==> config.mk <==
export PLATFORM = sky130hd
export DESIGN_NAME = pxr_port_expander
export DESIGN_NICKNAME = d
export VERILOG_FILES = /design/src/hw/pxr_pkg.sv /design/src/hw/pxr_port_expander.sv /design/src/hw/pxr_sync.sv /design/src/hw/pxr_port_bank.sv
export SDC_FILE = /design/constraint.sdc
export NUM_CORES = 1
export LEC_CHECK = 0
export ABC_AREA = 1
export BUFFER_PORTS_ARGS = -buffer_cell sky130_fd_sc_hd__buf_4
export CAP_MARGIN = 20
export CORE_MARGIN = 4
export CORE_UTILIZATION = 35
export DETAILED_ROUTE_END_ITERATION = 10
export HOLD_SLACK_MARGIN = 0.08
export PLACE_DENSITY = 0.53
export SLEW_MARGIN = 20
export SYNTH_ARGS = -nofsm -noshare
export SYNTH_HDL_FRONTEND = slang
export SYNTH_SLANG_ARGS = --single-unit
==> constraint.sdc <==
create_clock -name sys_clk -period 2.7 [get_ports sys_clk]
set_clock_uncertainty 0.1 [all_clocks]
set_input_delay 0.27 -clock sys_clk [delete_from_list [all_inputs] [get_ports sys_clk]]
set_output_delay 0.27 -clock sys_clk [all_outputs]
set_load 0.03 [all_outputs]
==> src/hw/pxr_pkg.sv <==
// constants shared by the port expander and its helper modules
// assumes a 16-bit host bus whose low address bits pick one byte-wide register
package pxr_pkg;
    localparam int PORT_COUNT = 5;                 // ports a, b, e, g, h
    localparam int PORT_W     = 8;
    localparam int BUS_W      = 16;
    localparam int ADDR_W     = 4;
    localparam int SYNC_DEPTH = 2;
    // port numbers as they appear in the register index
    localparam logic [2:0] PORT_A = 3'h0;
    localparam logic [2:0] PORT_B = 3'h1;
    localparam logic [2:0] PORT_E = 3'h2;
    localparam logic [2:0] PORT_G = 3'h3;
    localparam logic [2:0] PORT_H = 3'h4;
    // register index: addr[3:1] = port, addr[0] = 1 for direction
    localparam int REG_DIR_BIT  = 0;
    localparam int REG_PORT_LSB = 1;
    localparam logic [7:0] DATA_RESET = 8'h00;
    localparam logic [7:0] DIR_RESET  = 8'h00;  // all pins inputs
    // reset configuration lines
    localparam logic [15:0] CFG_GROUP1_MASK = 16'hFF07;  // lines 0-2, 8-15
    localparam logic [15:0] CFG_GROUP2_MASK = 16'h00F8;  // lines 3-7
    localparam int CFG_INHIBIT_BIT  = 10;
    localparam int CFG_INHIBITED_BIT = 8;
    typedef enum logic [1:0] {
        PXR_IDLE  = 2'b00,
        PXR_READ  = 2'b01,
        PXR_WRITE = 2'b10,
        PXR_HOLD  = 2'b11
    } pxr_state_t;
endpackage

==> src/hw/pxr_port_expander.sv <==
// port expander: replacement ports a, b, e, g, h on the host's external bus,
// plus the drivers that put the reset configuration pattern on the data bus
// assumes all bus and board pins are asynchronous to sys_clk and are synchronised
// here; the host ends its own bus cycles (fast termination), so no acknowledge
//
// Behaviour
// - only the shared general/emulator select line selects the expander; not relocatable.
// - global enable low tri-states all outputs including data bus; cycles still answered.
// - writes while disabled update registers; pins show them once re-enabled.
// - reads while disabled run internally but leave the data bus undriven.
// - expander forced enabled throughout board reset; afterwards global enable applies.
// - in reset, lines 0-2 and 8-15 driven low where config input low.
// - config input high leaves its data line undriven during reset.
// - config input 10 low ignores input 8; line 8 stays high.
// - expander also drives lines 3-7 low where config low, else releases.
// - enabled expander drives read data whenever selected; disable if select reused.
// - group enable tri-states ports a, b, g; second group enable port h.
module pxr_port_expander
    import pxr_pkg::*;
(
    // clock and reset
    input  wire logic                              sys_clk,
    input  wire logic                              srst,
    // host bus, active-low strobes
    input  wire logic                              periph_select_n,
    input  wire logic                              data_strobe_n,
    input  wire logic                              read_write,
    input  wire logic [pxr_pkg::ADDR_W-1:0]        addr,
    input  wire logic [pxr_pkg::BUS_W-1:0]         data_in,
    output logic      [pxr_pkg::BUS_W-1:0]         data_out,
    output logic      [pxr_pkg::BUS_W-1:0]         data_oe_n,
    // board reset and configuration straps
    input  wire logic                              board_reset_n,
    input  wire logic [pxr_pkg::BUS_W-1:0]         reset_config_input,
    // output enables, active high
    input  wire logic                              global_output_enable,
    input  wire logic                              group_abg_output_enable,
    input  wire logic                              group_h_output_enable,
    // port pins: a, b, e, g, h packed from bit 0 upward
    input  wire logic [pxr_pkg::PORT_COUNT*pxr_pkg::PORT_W-1:0] port_in,
    output logic      [pxr_pkg::PORT_COUNT*pxr_pkg::PORT_W-1:0] port_out,
    output logic      [pxr_pkg::PORT_COUNT*pxr_pkg::PORT_W-1:0] port_oe_n,
    // status
    output logic                                   expander_enabled
);
    import pxr_pkg::*;

    localparam int PINS_W = PORT_COUNT * PORT_W;
    localparam int SYNC_W = 3 + ADDR_W + BUS_W + 1 + BUS_W + 3 + PINS_W;

    logic [SYNC_W-1:0]  raw_bundle;
    logic [SYNC_W-1:0]  sync_bundle;
    logic               sel_n_s;
    logic               ds_n_s;
    logic               rw_s;
    logic [ADDR_W-1:0]  addr_s;
    logic [BUS_W-1:0]   data_s;
    logic               breset_n_s;
    logic [BUS_W-1:0]   cfg_s;
    logic               goe_s;
    logic               abg_oe_s;
    logic               h_oe_s;
    logic [PINS_W-1:0]  pins_s;

    pxr_state_t         state;
    pxr_state_t         next_state;
    logic               cycle_is_read;
    logic               wr_en;
    logic [ADDR_W-1:0]  reg_index;
    logic [PORT_W-1:0]  bank_rd;
    logic [PINS_W-1:0]  port_data;
    logic [PINS_W-1:0]  port_dir;
    logic               in_reset;
    logic               enabled;
    logic [BUS_W-1:0]   cfg_low_drive;
    logic [PORT_COUNT-1:0] group_en;
    logic [1:0]         sync_primed;

    // every outside level passes two flops before use
    assign raw_bundle = {periph_select_n, data_strobe_n, read_write, addr, data_in,
                         board_reset_n, reset_config_input, global_output_enable,
                         group_abg_output_enable, group_h_output_enable, port_in};

    pxr_sync #(
        .W (SYNC_W)
    ) u_sync (
        .sys_clk  (sys_clk),
        .srst     (srst),
        .async_in (raw_bundle),
        .sync_out (sync_bundle)
    );

    assign {sel_n_s, ds_n_s, rw_s, addr_s, data_s, breset_n_s, cfg_s,
            goe_s, abg_oe_s, h_oe_s, pins_s} = sync_bundle;

    // board reset is active low; synchroniser reset value of zero reads as in reset,
    // which keeps the pins released-to-inputs until the board level is known
    assign in_reset = !breset_n_s;

    // synced straps read zero until both flops hold real pins; without this wait
    // fifteen data lines would be pulled low right after srst whatever the straps say
    always_ff @(posedge sys_clk) begin
        if (srst) begin
            sync_primed <= 2'b00;
        end else begin
            sync_primed <= {sync_primed[0], 1'b1};
        end
    end

    // enable forced on while board reset is held, jumper level after
    assign enabled = goe_s || in_reset;
    assign expander_enabled = enabled;

    // bus cycle engine: one access per data strobe, no relocation of select
    always_comb begin
        next_state = state;
        case (state)
            PXR_IDLE: begin
                if (!in_reset && !sel_n_s && !ds_n_s) begin
                    next_state = rw_s ? PXR_READ : PXR_WRITE;
                end
            end
            PXR_READ: begin
                next_state = PXR_HOLD;
            end
            PXR_WRITE: begin
                next_state = PXR_HOLD;
            end
            PXR_HOLD: begin
                if (sel_n_s || ds_n_s) begin
                    next_state = PXR_IDLE;
                end
            end
            default: begin
                next_state = PXR_IDLE;
            end
        endcase
    end

    // state register
    always_ff @(posedge sys_clk) begin
        if (srst) begin
            state <= PXR_IDLE;
        end else begin
            state <= next_state;
        end
    end

    // remember cycle direction and freeze the register index for the cycle
    always_ff @(posedge sys_clk) begin
        if (srst) begin
            cycle_is_read <= 1'b0;
            reg_index     <= '0;
        end else if (state == PXR_IDLE && next_state != PXR_IDLE) begin
            cycle_is_read <= rw_s;
            reg_index     <= addr_s;
        end
    end

    // write strobe fires regardless of enable; registers still take it
    assign wr_en = (state == PXR_WRITE);

    pxr_port_bank #(
        .PORTS (PORT_COUNT)
    ) u_bank (
        .sys_clk   (sys_clk),
        .srst      (srst),
        .dir_clear (in_reset),
        .wr_en     (wr_en),
        .reg_index (reg_index),
        .wr_data   (data_s[PORT_W-1:0]),
        .rd_data   (bank_rd),
        .pins_in   (pins_s),
        .port_data (port_data),
        .port_dir  (port_dir)
    );

    // reset pattern: group 1 and group 2 both driven by the expander
    // line 8 is released when input 10 is low so the pull-up holds it high; driving
    // it high would fight any other driver on the bus
    always_comb begin
        cfg_low_drive = ~cfg_s & (CFG_GROUP1_MASK | CFG_GROUP2_MASK);
        if (!cfg_s[CFG_INHIBIT_BIT]) begin
            cfg_low_drive[CFG_INHIBITED_BIT] = 1'b0;
        end
    end

    // data bus drivers; oe_n low means driving
    always_ff @(posedge sys_clk) begin
        if (srst) begin
            data_out  <= '0;
            data_oe_n <= '1;
        end else if (in_reset && sync_primed[1]) begin
            data_out  <= '0;               // only lows are driven
            data_oe_n <= ~cfg_low_drive;
        end else if (state == PXR_HOLD && cycle_is_read && enabled && !sel_n_s && !ds_n_s) begin
            data_out  <= {{(BUS_W-PORT_W){1'b0}}, bank_rd};
            data_oe_n <= '0;
        end else begin
            // disabled reads complete internally but never reach the pins
            data_out  <= '0;
            data_oe_n <= '1;
        end
    end

    // per-port group enable: e has only the global enable
    always_comb begin
        group_en         = '1;
        group_en[PORT_A] = abg_oe_s;
        group_en[PORT_B] = abg_oe_s;
        group_en[PORT_G] = abg_oe_s;
        group_en[PORT_H] = h_oe_s;
    end

    // port pin drivers: output only where direction set and all enables high
    genvar p;
    generate
        for (p = 0; p < PORT_COUNT; p++) begin : g_pins
            always_ff @(posedge sys_clk) begin
                if (srst) begin
                    port_out[p*PORT_W +: PORT_W]  <= DATA_RESET;
                    port_oe_n[p*PORT_W +: PORT_W] <= '1;
                end else begin
                    port_out[p*PORT_W +: PORT_W]  <= port_data[p*PORT_W +: PORT_W];
                    // latched values appear once enabled again
                    port_oe_n[p*PORT_W +: PORT_W] <= ~(port_dir[p*PORT_W +: PORT_W]
                                                     & {PORT_W{enabled && group_en[p]}});
                end
            end
        end
    endgenerate
endmodule

==> src/hw/pxr_sync.sv <==
// two-flop synchroniser for a bundle of pin levels
// assumes multi-bit groups are stable while sampled (bus fields under strobe)
module pxr_sync #(
    parameter int W = 1
) (
    // clock and reset
    input  wire logic         sys_clk,
    input  wire logic         srst,
    // levels
    input  wire logic [W-1:0] async_in,
    output logic      [W-1:0] sync_out
);
    logic [W-1:0] stage1;

    // first stage feeds only the second
    always_ff @(posedge sys_clk) begin
        if (srst) begin
            stage1   <= '0;
            sync_out <= '0;
        end else begin
            stage1   <= async_in;
            sync_out <= stage1;
        end
    end
endmodule

==> src/hw/pxr_port_bank.sv <==
// data and direction registers of the replaced ports, with registered read
// assumes one write strobe per bus cycle from the bus engine, same clock
module pxr_port_bank
    import pxr_pkg::*;
#(
    parameter int PORTS = PORT_COUNT
) (
    // clock and reset
    input  wire logic                     sys_clk,
    input  wire logic                     srst,
    input  wire logic                     dir_clear,
    // register access
    input  wire logic                     wr_en,
    input  wire logic [ADDR_W-1:0]        reg_index,
    input  wire logic [PORT_W-1:0]        wr_data,
    output logic      [PORT_W-1:0]        rd_data,
    // pin levels and register contents
    input  wire logic [PORTS*PORT_W-1:0]  pins_in,
    output logic      [PORTS*PORT_W-1:0]  port_data,
    output logic      [PORTS*PORT_W-1:0]  port_dir
);
    import pxr_pkg::*;
    logic [2:0] sel_port;
    logic       sel_dir;
    logic [PORT_W-1:0] rd_view [PORTS];

    assign sel_port = reg_index[REG_PORT_LSB +: 3];
    assign sel_dir  = reg_index[REG_DIR_BIT];

    genvar p;
    generate
        for (p = 0; p < PORTS; p++) begin : g_port
            // writes land even while outputs are disabled
            always_ff @(posedge sys_clk) begin
                if (srst) begin
                    port_data[p*PORT_W +: PORT_W] <= DATA_RESET;
                end else if (wr_en && !sel_dir && sel_port == 3'(p)) begin
                    port_data[p*PORT_W +: PORT_W] <= wr_data;
                end
            end
            // board reset returns every pin to input
            always_ff @(posedge sys_clk) begin
                if (srst || dir_clear) begin
                    port_dir[p*PORT_W +: PORT_W] <= DIR_RESET;
                end else if (wr_en && sel_dir && sel_port == 3'(p)) begin
                    port_dir[p*PORT_W +: PORT_W] <= wr_data;
                end
            end
            // outputs read back the latch, inputs read the pin
            assign rd_view[p] = (port_dir[p*PORT_W +: PORT_W] & port_data[p*PORT_W +: PORT_W])
                              | (~port_dir[p*PORT_W +: PORT_W] & pins_in[p*PORT_W +: PORT_W]);
        end
    endgenerate

    // registered read; unmapped indices read zero
    always_ff @(posedge sys_clk) begin
        if (srst) begin
            rd_data <= '0;
        end else if (int'(sel_port) >= PORTS) begin
            rd_data <= '0;
        end else if (sel_dir) begin
            rd_data <= port_dir[sel_port*PORT_W +: PORT_W];
        end else begin
            rd_data <= rd_view[sel_port];
        end
    end
endmodule

# Yosys cells after proc, flatten, opt, wreduce, memory -nomap -nowiden
# Cells that the tools add are included.
[op_classes]
n_addsub = 0
multipliers = 0
div_mod_pow = 0
magnitude_cmp = 2
eq_ne = 7
n_shift = 1
mux = 12
bitwise_logic = 34
reduce_logical = 36
[op_table]
columns = ["operator", "n"]
rows = [
  ["$and 8x8->8", 15],
  ["$not 8->8", 10],
  ["$or 8x8->8", 5],
  ["$shiftx 40x7->8", 1],
  ["$mux 16", 2],
  ["$not 16->16", 2],
  ["$bmux 8 s3", 1],
  ["$mux 8", 3],
  ["$logic_and 1x1->1", 22],
  ["$eq 3x2->1 const B", 2],
  ["$mux 2", 3],
  ["$pmux 2 s3", 1],
  ["$reduce_or 2->1", 3],
  ["$eq 2x2->1 const B", 2],
  ["$ge 4x4->1 const B", 1],
  ["$logic_not 1->1", 4],
  ["$not 3->4", 1],
  ["$eq 3x1->1 const B", 1],
  ["$eq 3x3->1 const B", 1],
  ["$ge 3x3->1 const B", 1],
  ["$logic_not 3->1", 1],
  ["$logic_or 1x1->1", 3],
  ["$reduce_or 3->1", 1],
  ["$eq 2x1->1 const B", 1],
  ["other kinds (4)", 5],
]
[word_totals]
regBits = 375
latch_bits = 0
ramBits = 0
mem_bits_ro = 0
in_bits = 85
wordCells = 123
memories = 0

# Depth between registers and ports, before layout
# Gate-level depths: netlist of run 1.
[logic_depth]
word_depth = 7
mapped_depth = 10
mapped_depth_nobuf = 9

# By module
# From an unflattened synthesis of run 1, not the netlist that was laid out.
[hier_totals]
cells_unflattened = 1585
hier_area_um2 = 12670.9
[by_module_without_submodules]
columns = ["mod", "instances", "cells_per_inst", "area_each_um2", "seq_area_each_um2"]
rows = [
  ["pxr_sync", 1, 516, 4694.5, 3323.2],
  ["pxr_port_bank", 1, 699, 4555.6, 1761.7],
  ["pxr_port_expander", 1, 370, 3420.8, 2262.2],
]

# Least setup slack after synthesis of run 1
# Ideal clock, no wire load.
[synth_timing]
path_kind = "register to register"
from = "register state[0]"
to = "register u_bank.port_data[29]"
arrival_ns = 1.218
slack_ns = 1.262
path_stages_with_launch = 9
path_buffers = 1
synth_period_minus_slack_ns = 1.438
cell_sequence = "dfxtp_1 inv_1 ha_1 inv_1 nor2_4 nand2_1 buf_4 o21ai_0 a21oi_1"
[synth_via]
elab_chain_len = 3
[synth_rtl]
columns = ["element", "line", "text"]
rows = [
  ["start, declared", "pxr_port_expander.sv:65", "pxr_state_t state;"],
  ["start signal, assigned", "pxr_port_expander.sv:145", "state <= next_state;"],
  ["$eq 2x2->1", "pxr_port_expander.sv:161", "assign wr_en = (state == PXR_WRITE);"],
  ["$logic_and 1x1->1 (2 in a row)", "pxr_port_bank.sv:37", "end else if (wr_en && !sel_dir && sel_port == 3'(p)) begin"],
  ["end signal, assigned by index", "pxr_port_bank.sv:38", "port_data[p*PORT_W +: PORT_W] <= wr_data;"],
  ["end, declared", "pxr_port_bank.sv:19", "output logic [PORTS*PORT_W-1:0] port_data,"],
]
# Every way passes these cells.
# A chain may end at the register's enable or synchronous reset.

# Final worst setup path of run 1
[layout_timing]
from = "register u_sync.sync_out[59]"
to = "output port expander_enabled"
[layout_via]
elab_chain_len = 2
[layout_rtl]
columns = ["element", "line", "text"]
rows = [
  ["start, declared", "pxr_sync.sv:11", "output logic [W-1:0] sync_out"],
  ["start signal, assigned", "pxr_sync.sv:22", "sync_out <= stage1;"],
  ["$logic_not 1->1", "pxr_port_expander.sv:98", "assign in_reset = !breset_n_s;"],
  ["$logic_or 1x1->1", "pxr_port_expander.sv:111", "assign enabled = goe_s || in_reset;"],
  ["end, declared", "pxr_port_expander.sv:44", "output logic expander_enabled"],
]
# Every way passes these cells.

==> results.json, run 1 <==
{
  "worstPathArrival_ps": 1490,
  "hp-class": "flip-flop to flip-flop",
  "cp.required_ps": 2330,
  "yosysUniqueCellTypes": 23,
  "cellPowerDensity_nw_per_um2": 806,
  "fp-row-count": 67,
  "postCtsSetupBuffers": 0,
  "grt-ovfl-total": 0,
  "numCtsBuffers": 38,
  "dp_hpwl_mm": 21.8,
  "die_h_um": 193,
  "dr.pass1.iters": 5,
  "place_congestion": 0.861,
  "outcome": "finished, final reports clean",
  "layout_commonest_cell": "dfxtp_1",
  "ir_worst_vdd_mv": 0.422,
  "grt_pass1_wl_mm": 48.4,
  "end_kind": "primary output",
  "rsz0062_at_grt": "false",
  "nets": 1832,
  "setup_violations": 0,
  "startpoint_type": "flip-flop",
  "power_leakage_uw": 0.00703,
  "holdWs_ps": 293,
  "vias_per_cell": 4.29,
  "syn2layout_area_growth_pct": 31.2,
  "drive_above_1_share": 0.160,
  "finalCritPeriodShare": 0.687,
  "clk_path_buf_depth": 3,
  "ioPinCount": 198,
  "wirelength_mm": 31.0,
  "start_util": 0.355,
  "avgSynthCellArea_um2": 7.99,
  "drc": 0,
  "setup_tns_ps": 0,
  "clk_pin_slew_worst_paths_ps": 60,
  "die_x_um": 193,
  "cts_tree": "done",
  "grt_pass1_vias": 9231,
  "cts_root_buf": "clkbuf_16",
  "vias": 9532,
  "synth-seq-area-share": 0.589,
  "slew_viol_final": 0,
  "port_buffers": 181,
  "crit_type": "flip-flop to primary output",
  "drv_cap": 0,
  "drt_first_iter_violations": 521,
  "grt_antenna_before_repair": 0,
  "diodes": 0,
  "final_cell_mix": "351 x dfxtp_1, 295 x inv_1, 240 x nand2_1, 231 x nor2_1, 188 x buf_4",
  "period_minus_slack_ps": 1860,
  "grt_max_degree": 167,
  "die-area_um2": 37100,
  "crit_fanout": 10,
  "clock_sinks": 351,
  "place_ws_ps": 863,
  "synth_area_um2": 11900,
  "track_usage": 0.166,
  "maxSlewHeadroom": 0.528,
  "r2r_slack_ps": 890,
  "insertion_delay_ps": 520,
  "fmax_mhz": 539,
  "hold_violations": 0,
  "tightest_slew_ps": 708,
  "post_drt_wl_per_cell_um": 14.0,
  "synthCells": 1494,
  "core_um2": 33600,
  "yosys_warnings": 0,
  "ys_ff_latch": 351,
  "setup_ws_ps": 844,
  "ant_nets": 0,
  "htree_levels": 2
}
[through the flow]
step / cells / power, uW / util / instance area (um^2)
6_report: 2220 / 12600 / 0.466 / 15700
3_5_place_dp: 2066 / 7610 / 0.404 / 13600
5_1_grt: 2220 / 13200 / 0.466 / 15700
2_1_floorplan: 1501 / 7080 / - / 12000
4_1_cts: 2220 / 12800 / 0.466 / 15700
3_3_place_gp: 2066 / 7590 / 0.404 / 13600
[cells in the mapped netlist]
library cell / count / share of area
a21oi_1: 88 / 0.037
inv_1: 296 / 0.093
o21ai_0: 95 / 0.040
dfxtp_1: 351 / 0.59
nand3_2: 2 / 0.0017
nor3_4: 1 / 0.0014
buf_1: 4 / 0.0013
nand2_2: 8 / 0.0042
nor2_1: 231 / 0.073
ha_1: 3 / 0.0031
nand3_1: 74 / 0.031
buf_6: 6 / 0.0057
nand2_1: 240 / 0.075
inv_2: 7 / 0.0022
o21ai_1: 6 / 0.0025
conb_1: 1 / 0.00031
nor2_2: 4 / 0.0021
buf_4: 14 / 0.0088
buf_2: 31 / 0.013
a211oi_1: 4 / 0.0025
clkbuf_1: 19 / 0.0060
nor2_4: 5 / 0.0047
o21ai_2: 4 / 0.0029
[power breakdown]
group / internal, uW / total, uW / switching (uW)
Clock: 2960 / 5020 / 2060
Combinational: 626 / 1890 / 1260
Sequential: 5540 / 5710 / 168
[worst max-delay path, stage by stage, from the launching register on]
cell	delay (ps)
dfxtp_1	370
inv_2	80
nor2_2	130
inv_2	160
buf_4	220
[cell families (layout without fill, tap and decap cells)]
logic type / Yosys count / after routing / share of synthesized area
flip-flops: 351 / 351 / 0.589
adder cells (fa/ha/maj): 3 / 3 / 0.00314
AND/OR/NAND/NOR: 565 / 565 / 0.193
buffers and inverters: 377 / 648 / 0.130
other: 1 / 8 / 0.000314
AO/OA/AOI/OAI: 197 / 197 / 0.0847
[final cells by class]
type                       count  area, um^2
tap                          448         561
fill                        3367       18000
timing repair buffer         277        2320
multi-input combinational    773        3380
clock inverter                13         124
inverter                     303        1140
clock buffer                  55        1100
sequential                   351        7030
[metal layers]
metal | routed length (um) | global-route usage | vias up
met2 | 14500 | 0.273 | 262
met3 | 1850 | 0.0374 | 55
met1 | 13800 | 0.217 | 4285
li1 | - | - | 4930
met5 | 0 | 0 | -
met4 | 841 | 0.0535 | 0
[what timing repair did]
action / 4_1_cts / 5_1_grt
resized for setup: 0 / 0
endpoints found under the hold margin: 93 / 0
hold buffers: 86 / 0
[state kept, by name, indices dropped and copies added (netlist names)]
register          cells
u_bank.port_data     40
u_sync.stage1        75
u_bank.port_dir      40
u_sync.sync_out      75
port_oe_n            40
reg_index             4
state                 2
u_bank.rd_data        8
port_out             40
cycle_is_read         1
sync_primed           2
data_out              8
data_oe_n            16
[final timing paths]
| check | from | to | depth (start not counted) |
|---|---|---|---|
| min | u_sync.stage1[24] | u_sync.sync_out[24] | 2 |
| max | u_sync.sync_out[59] | expander_enabled | 4 |
| min reg2reg | u_sync.stage1[24] | u_sync.sync_out[24] | 2 |
| max reg2reg | u_sync.sync_out[59] | data_oe_n[10] | 8 |
Power figures use the tool's default switching activity.
==> inputs of run 2 (changes only) <==
==> constraint.sdc (replaced) <==
create_clock -name sys_clk -period 1.95 [get_ports sys_clk]
set_clock_uncertainty 0.1 [all_clocks]
set_input_delay 0.195 -clock sys_clk [delete_from_list [all_inputs] [get_ports sys_clk]]
set_output_delay 0.195 -clock sys_clk [all_outputs]
set_load 0.03 [all_outputs]
==> run 2 against run 1 <==
Final area decreased by 0.13%. Sequential power increased by 39%. Global-route usage decreased by 0.11 points. First-iteration DRC count increased by 2.5%. Clock power increased by 37%.
==> results.json, run 2 (synthesized netlist as in run 1, its figures left out) <==
{
  "wirelength_mm": 30.9,
  "port_buffers": 181,
  "grt_max_degree": 117,
  "place_congestion": 0.875,
  "vias_per_cell": 4.24,
  "crit_chain": "inv_2, nor2_2, inv_2, buf_4, buf_4",
  "outcome": "finished, final reports clean",
  "cp.required_ps": 1650,
  "clock_sinks": 351,
  "largestRegisters": "u_sync.stage1: 75 flops, u_sync.sync_out: 75 flops",
  "hold_violations": 0,
  "grt_pass1_wl_mm": 48.1,
  "worstPathArrival_ps": 1560,
  "syn2layout_area_growth_pct": 31.0,
  "drive_above_1_share": 0.168,
  "ioPinCount": 198,
  "clk_path_buf_depth": 3,
  "nets": 1836,
  "max_stage_delay_ps": 370,
  "diodes": 0,
  "grt-ovfl-total": 0,
  "rsz0062_at_grt": "false",
  "grt_antenna_before_repair": 0,
  "period_minus_slack_ps": 1850,
  "vias": 9421,
  "htree_levels": 2,
  "crit_fanout": 9,
  "dr.pass1.iters": 5,
  "hp-class": "flip-flop to flip-flop",
  "die-area_um2": 37100,
  "layout_commonest_cell": "dfxtp_1",
  "power_leakage_uw": 0.00704,
  "die_h_um": 193,
  "numCtsBuffers": 38,
  "start_util": 0.355,
  "cp_slowest_cell": "dfxtp_1",
  "cts_resized": 0,
  "crit_type": "flip-flop to primary output",
  "startpoint_type": "flip-flop",
  "grt_pass1_vias": 9047,
  "cellPowerDensity_nw_per_um2": 1120,
  "drv_cap": 0,
  "track_usage": 0.165,
  "slew_viol_final": 0,
  "dp_hpwl_mm": 22.5,
  "ant_nets": 0,
  "clk_pin_slew_worst_paths_ps": 60,
  "tightest_slew_ps": 691,
  "drc": 0,
  "ir_worst_vdd_mv": 0.591,
  "final_cell_mix": "351 x dfxtp_1, 295 x inv_1, 240 x nand2_1, 231 x nor2_1, 202 x buf_4",
  "cts_tree": "done",
  "fp-row-count": 67,
  "setup_tns_ps": 0,
  "die_x_um": 193,
  "end_kind": "primary output",
  "maxSlewHeadroom": 0.538,
  "finalCritPeriodShare": 0.951,
  "drt_first_iter_violations": 534,
  "fmax_mhz": 540,
  "cts_root_buf": "clkbuf_16",
  "insertion_delay_ps": 530,
  "utilization": 0.465,
  "core_um2": 33600,
  "post_drt_wl_per_cell_um": 13.9,
  "setup_violations": 0
}
[run 2: cell count changes in the layout (fill, tap and decap cells not counted)]
| cell | change |
|---|---|
| clkbuf_1 | -3 |
| inv_8 | -1 |
| bufinv_16 | +1 |
| dlygate4sd3_1 | -10 |
| clkbuf_8 | -3 |
| buf_4 | +14 |
| clkinv_2 | +5 |
| clkinv_4 | -1 |
| clkinvlp_4 | -1 |
[run 2: through the flow]
step | hold slack (ps) | setup slack, ps | instance area (um^2) | total power, uW | instances
6_report | 289 | 96.5 | 15600 | 17500 | 2221
5_1_grt | 297 | 1.36 | 15600 | 18400 | 2221
4_1_cts | 285 | 73.2 | 15600 | 17700 | 2221
3_5_place_dp | 293 | 190 | 13700 | 10700 | 2080
3_3_place_gp | 291 | 235 | 13700 | 10600 | 2080
2_1_floorplan | 202 | 512 | 12000 | 9800 | 1501
[run 2: cell type report]
class / count / area (um^2)
Fill cell: 3366 / 18000
Sequential cell: 351 / 7030
Multi-Input combinational cell: 773 / 3380
Timing Repair Buffer: 281 / 2330
Inverter: 303 / 1140
Clock buffer: 49 / 1050
Tap cell: 448 / 561
Clock inverter: 16 / 151
[run 2: metal layers]
metal	vias up	track usage	wire length, um
li1	4930	-	-
met1	4193	0.220	13800
met2	251	0.271	14500
met3	47	0.0351	1910
met4	0	0.0472	698
met5	-	0	0
[run 2: power by group]
| part | leakage [uW] | switching [uW] | internal (uW) | total [uW] |
|---|---|---|---|---|
| clock network | 0.000601 | 2800 | 4080 | 6870 |
| logic | 0.00357 | 1740 | 959 | 2700 |
| registers | 0.00287 | 257 | 7670 | 7930 |
[run 2: path summary, 6_finish.rpt]
kind                            start  slack, ps  cells after the start                    to
hold reg to reg     u_sync.stage1[60]        290                      2   u_sync.sync_out[60]
hold / removal      u_sync.stage1[60]        290                      2   u_sync.sync_out[60]
setup / recovery  u_sync.sync_out[59]        100                      5      expander_enabled
setup reg to reg             state[0]        160                      7  u_bank.port_data[26]
[run 2: worst max-delay path, delay by kind of cell, from the launching register on]
family                 cells  cell delay (ps)
flip-flops                 1              370
buffers and inverters      4              530
AND/OR/NAND/NOR            1              140
[run 2: what timing repair did]
item | CTS | global route
hold buffers | 76 | 0
hold endpoints to repair | 96 | 0
buffers inserted | 0 | 0
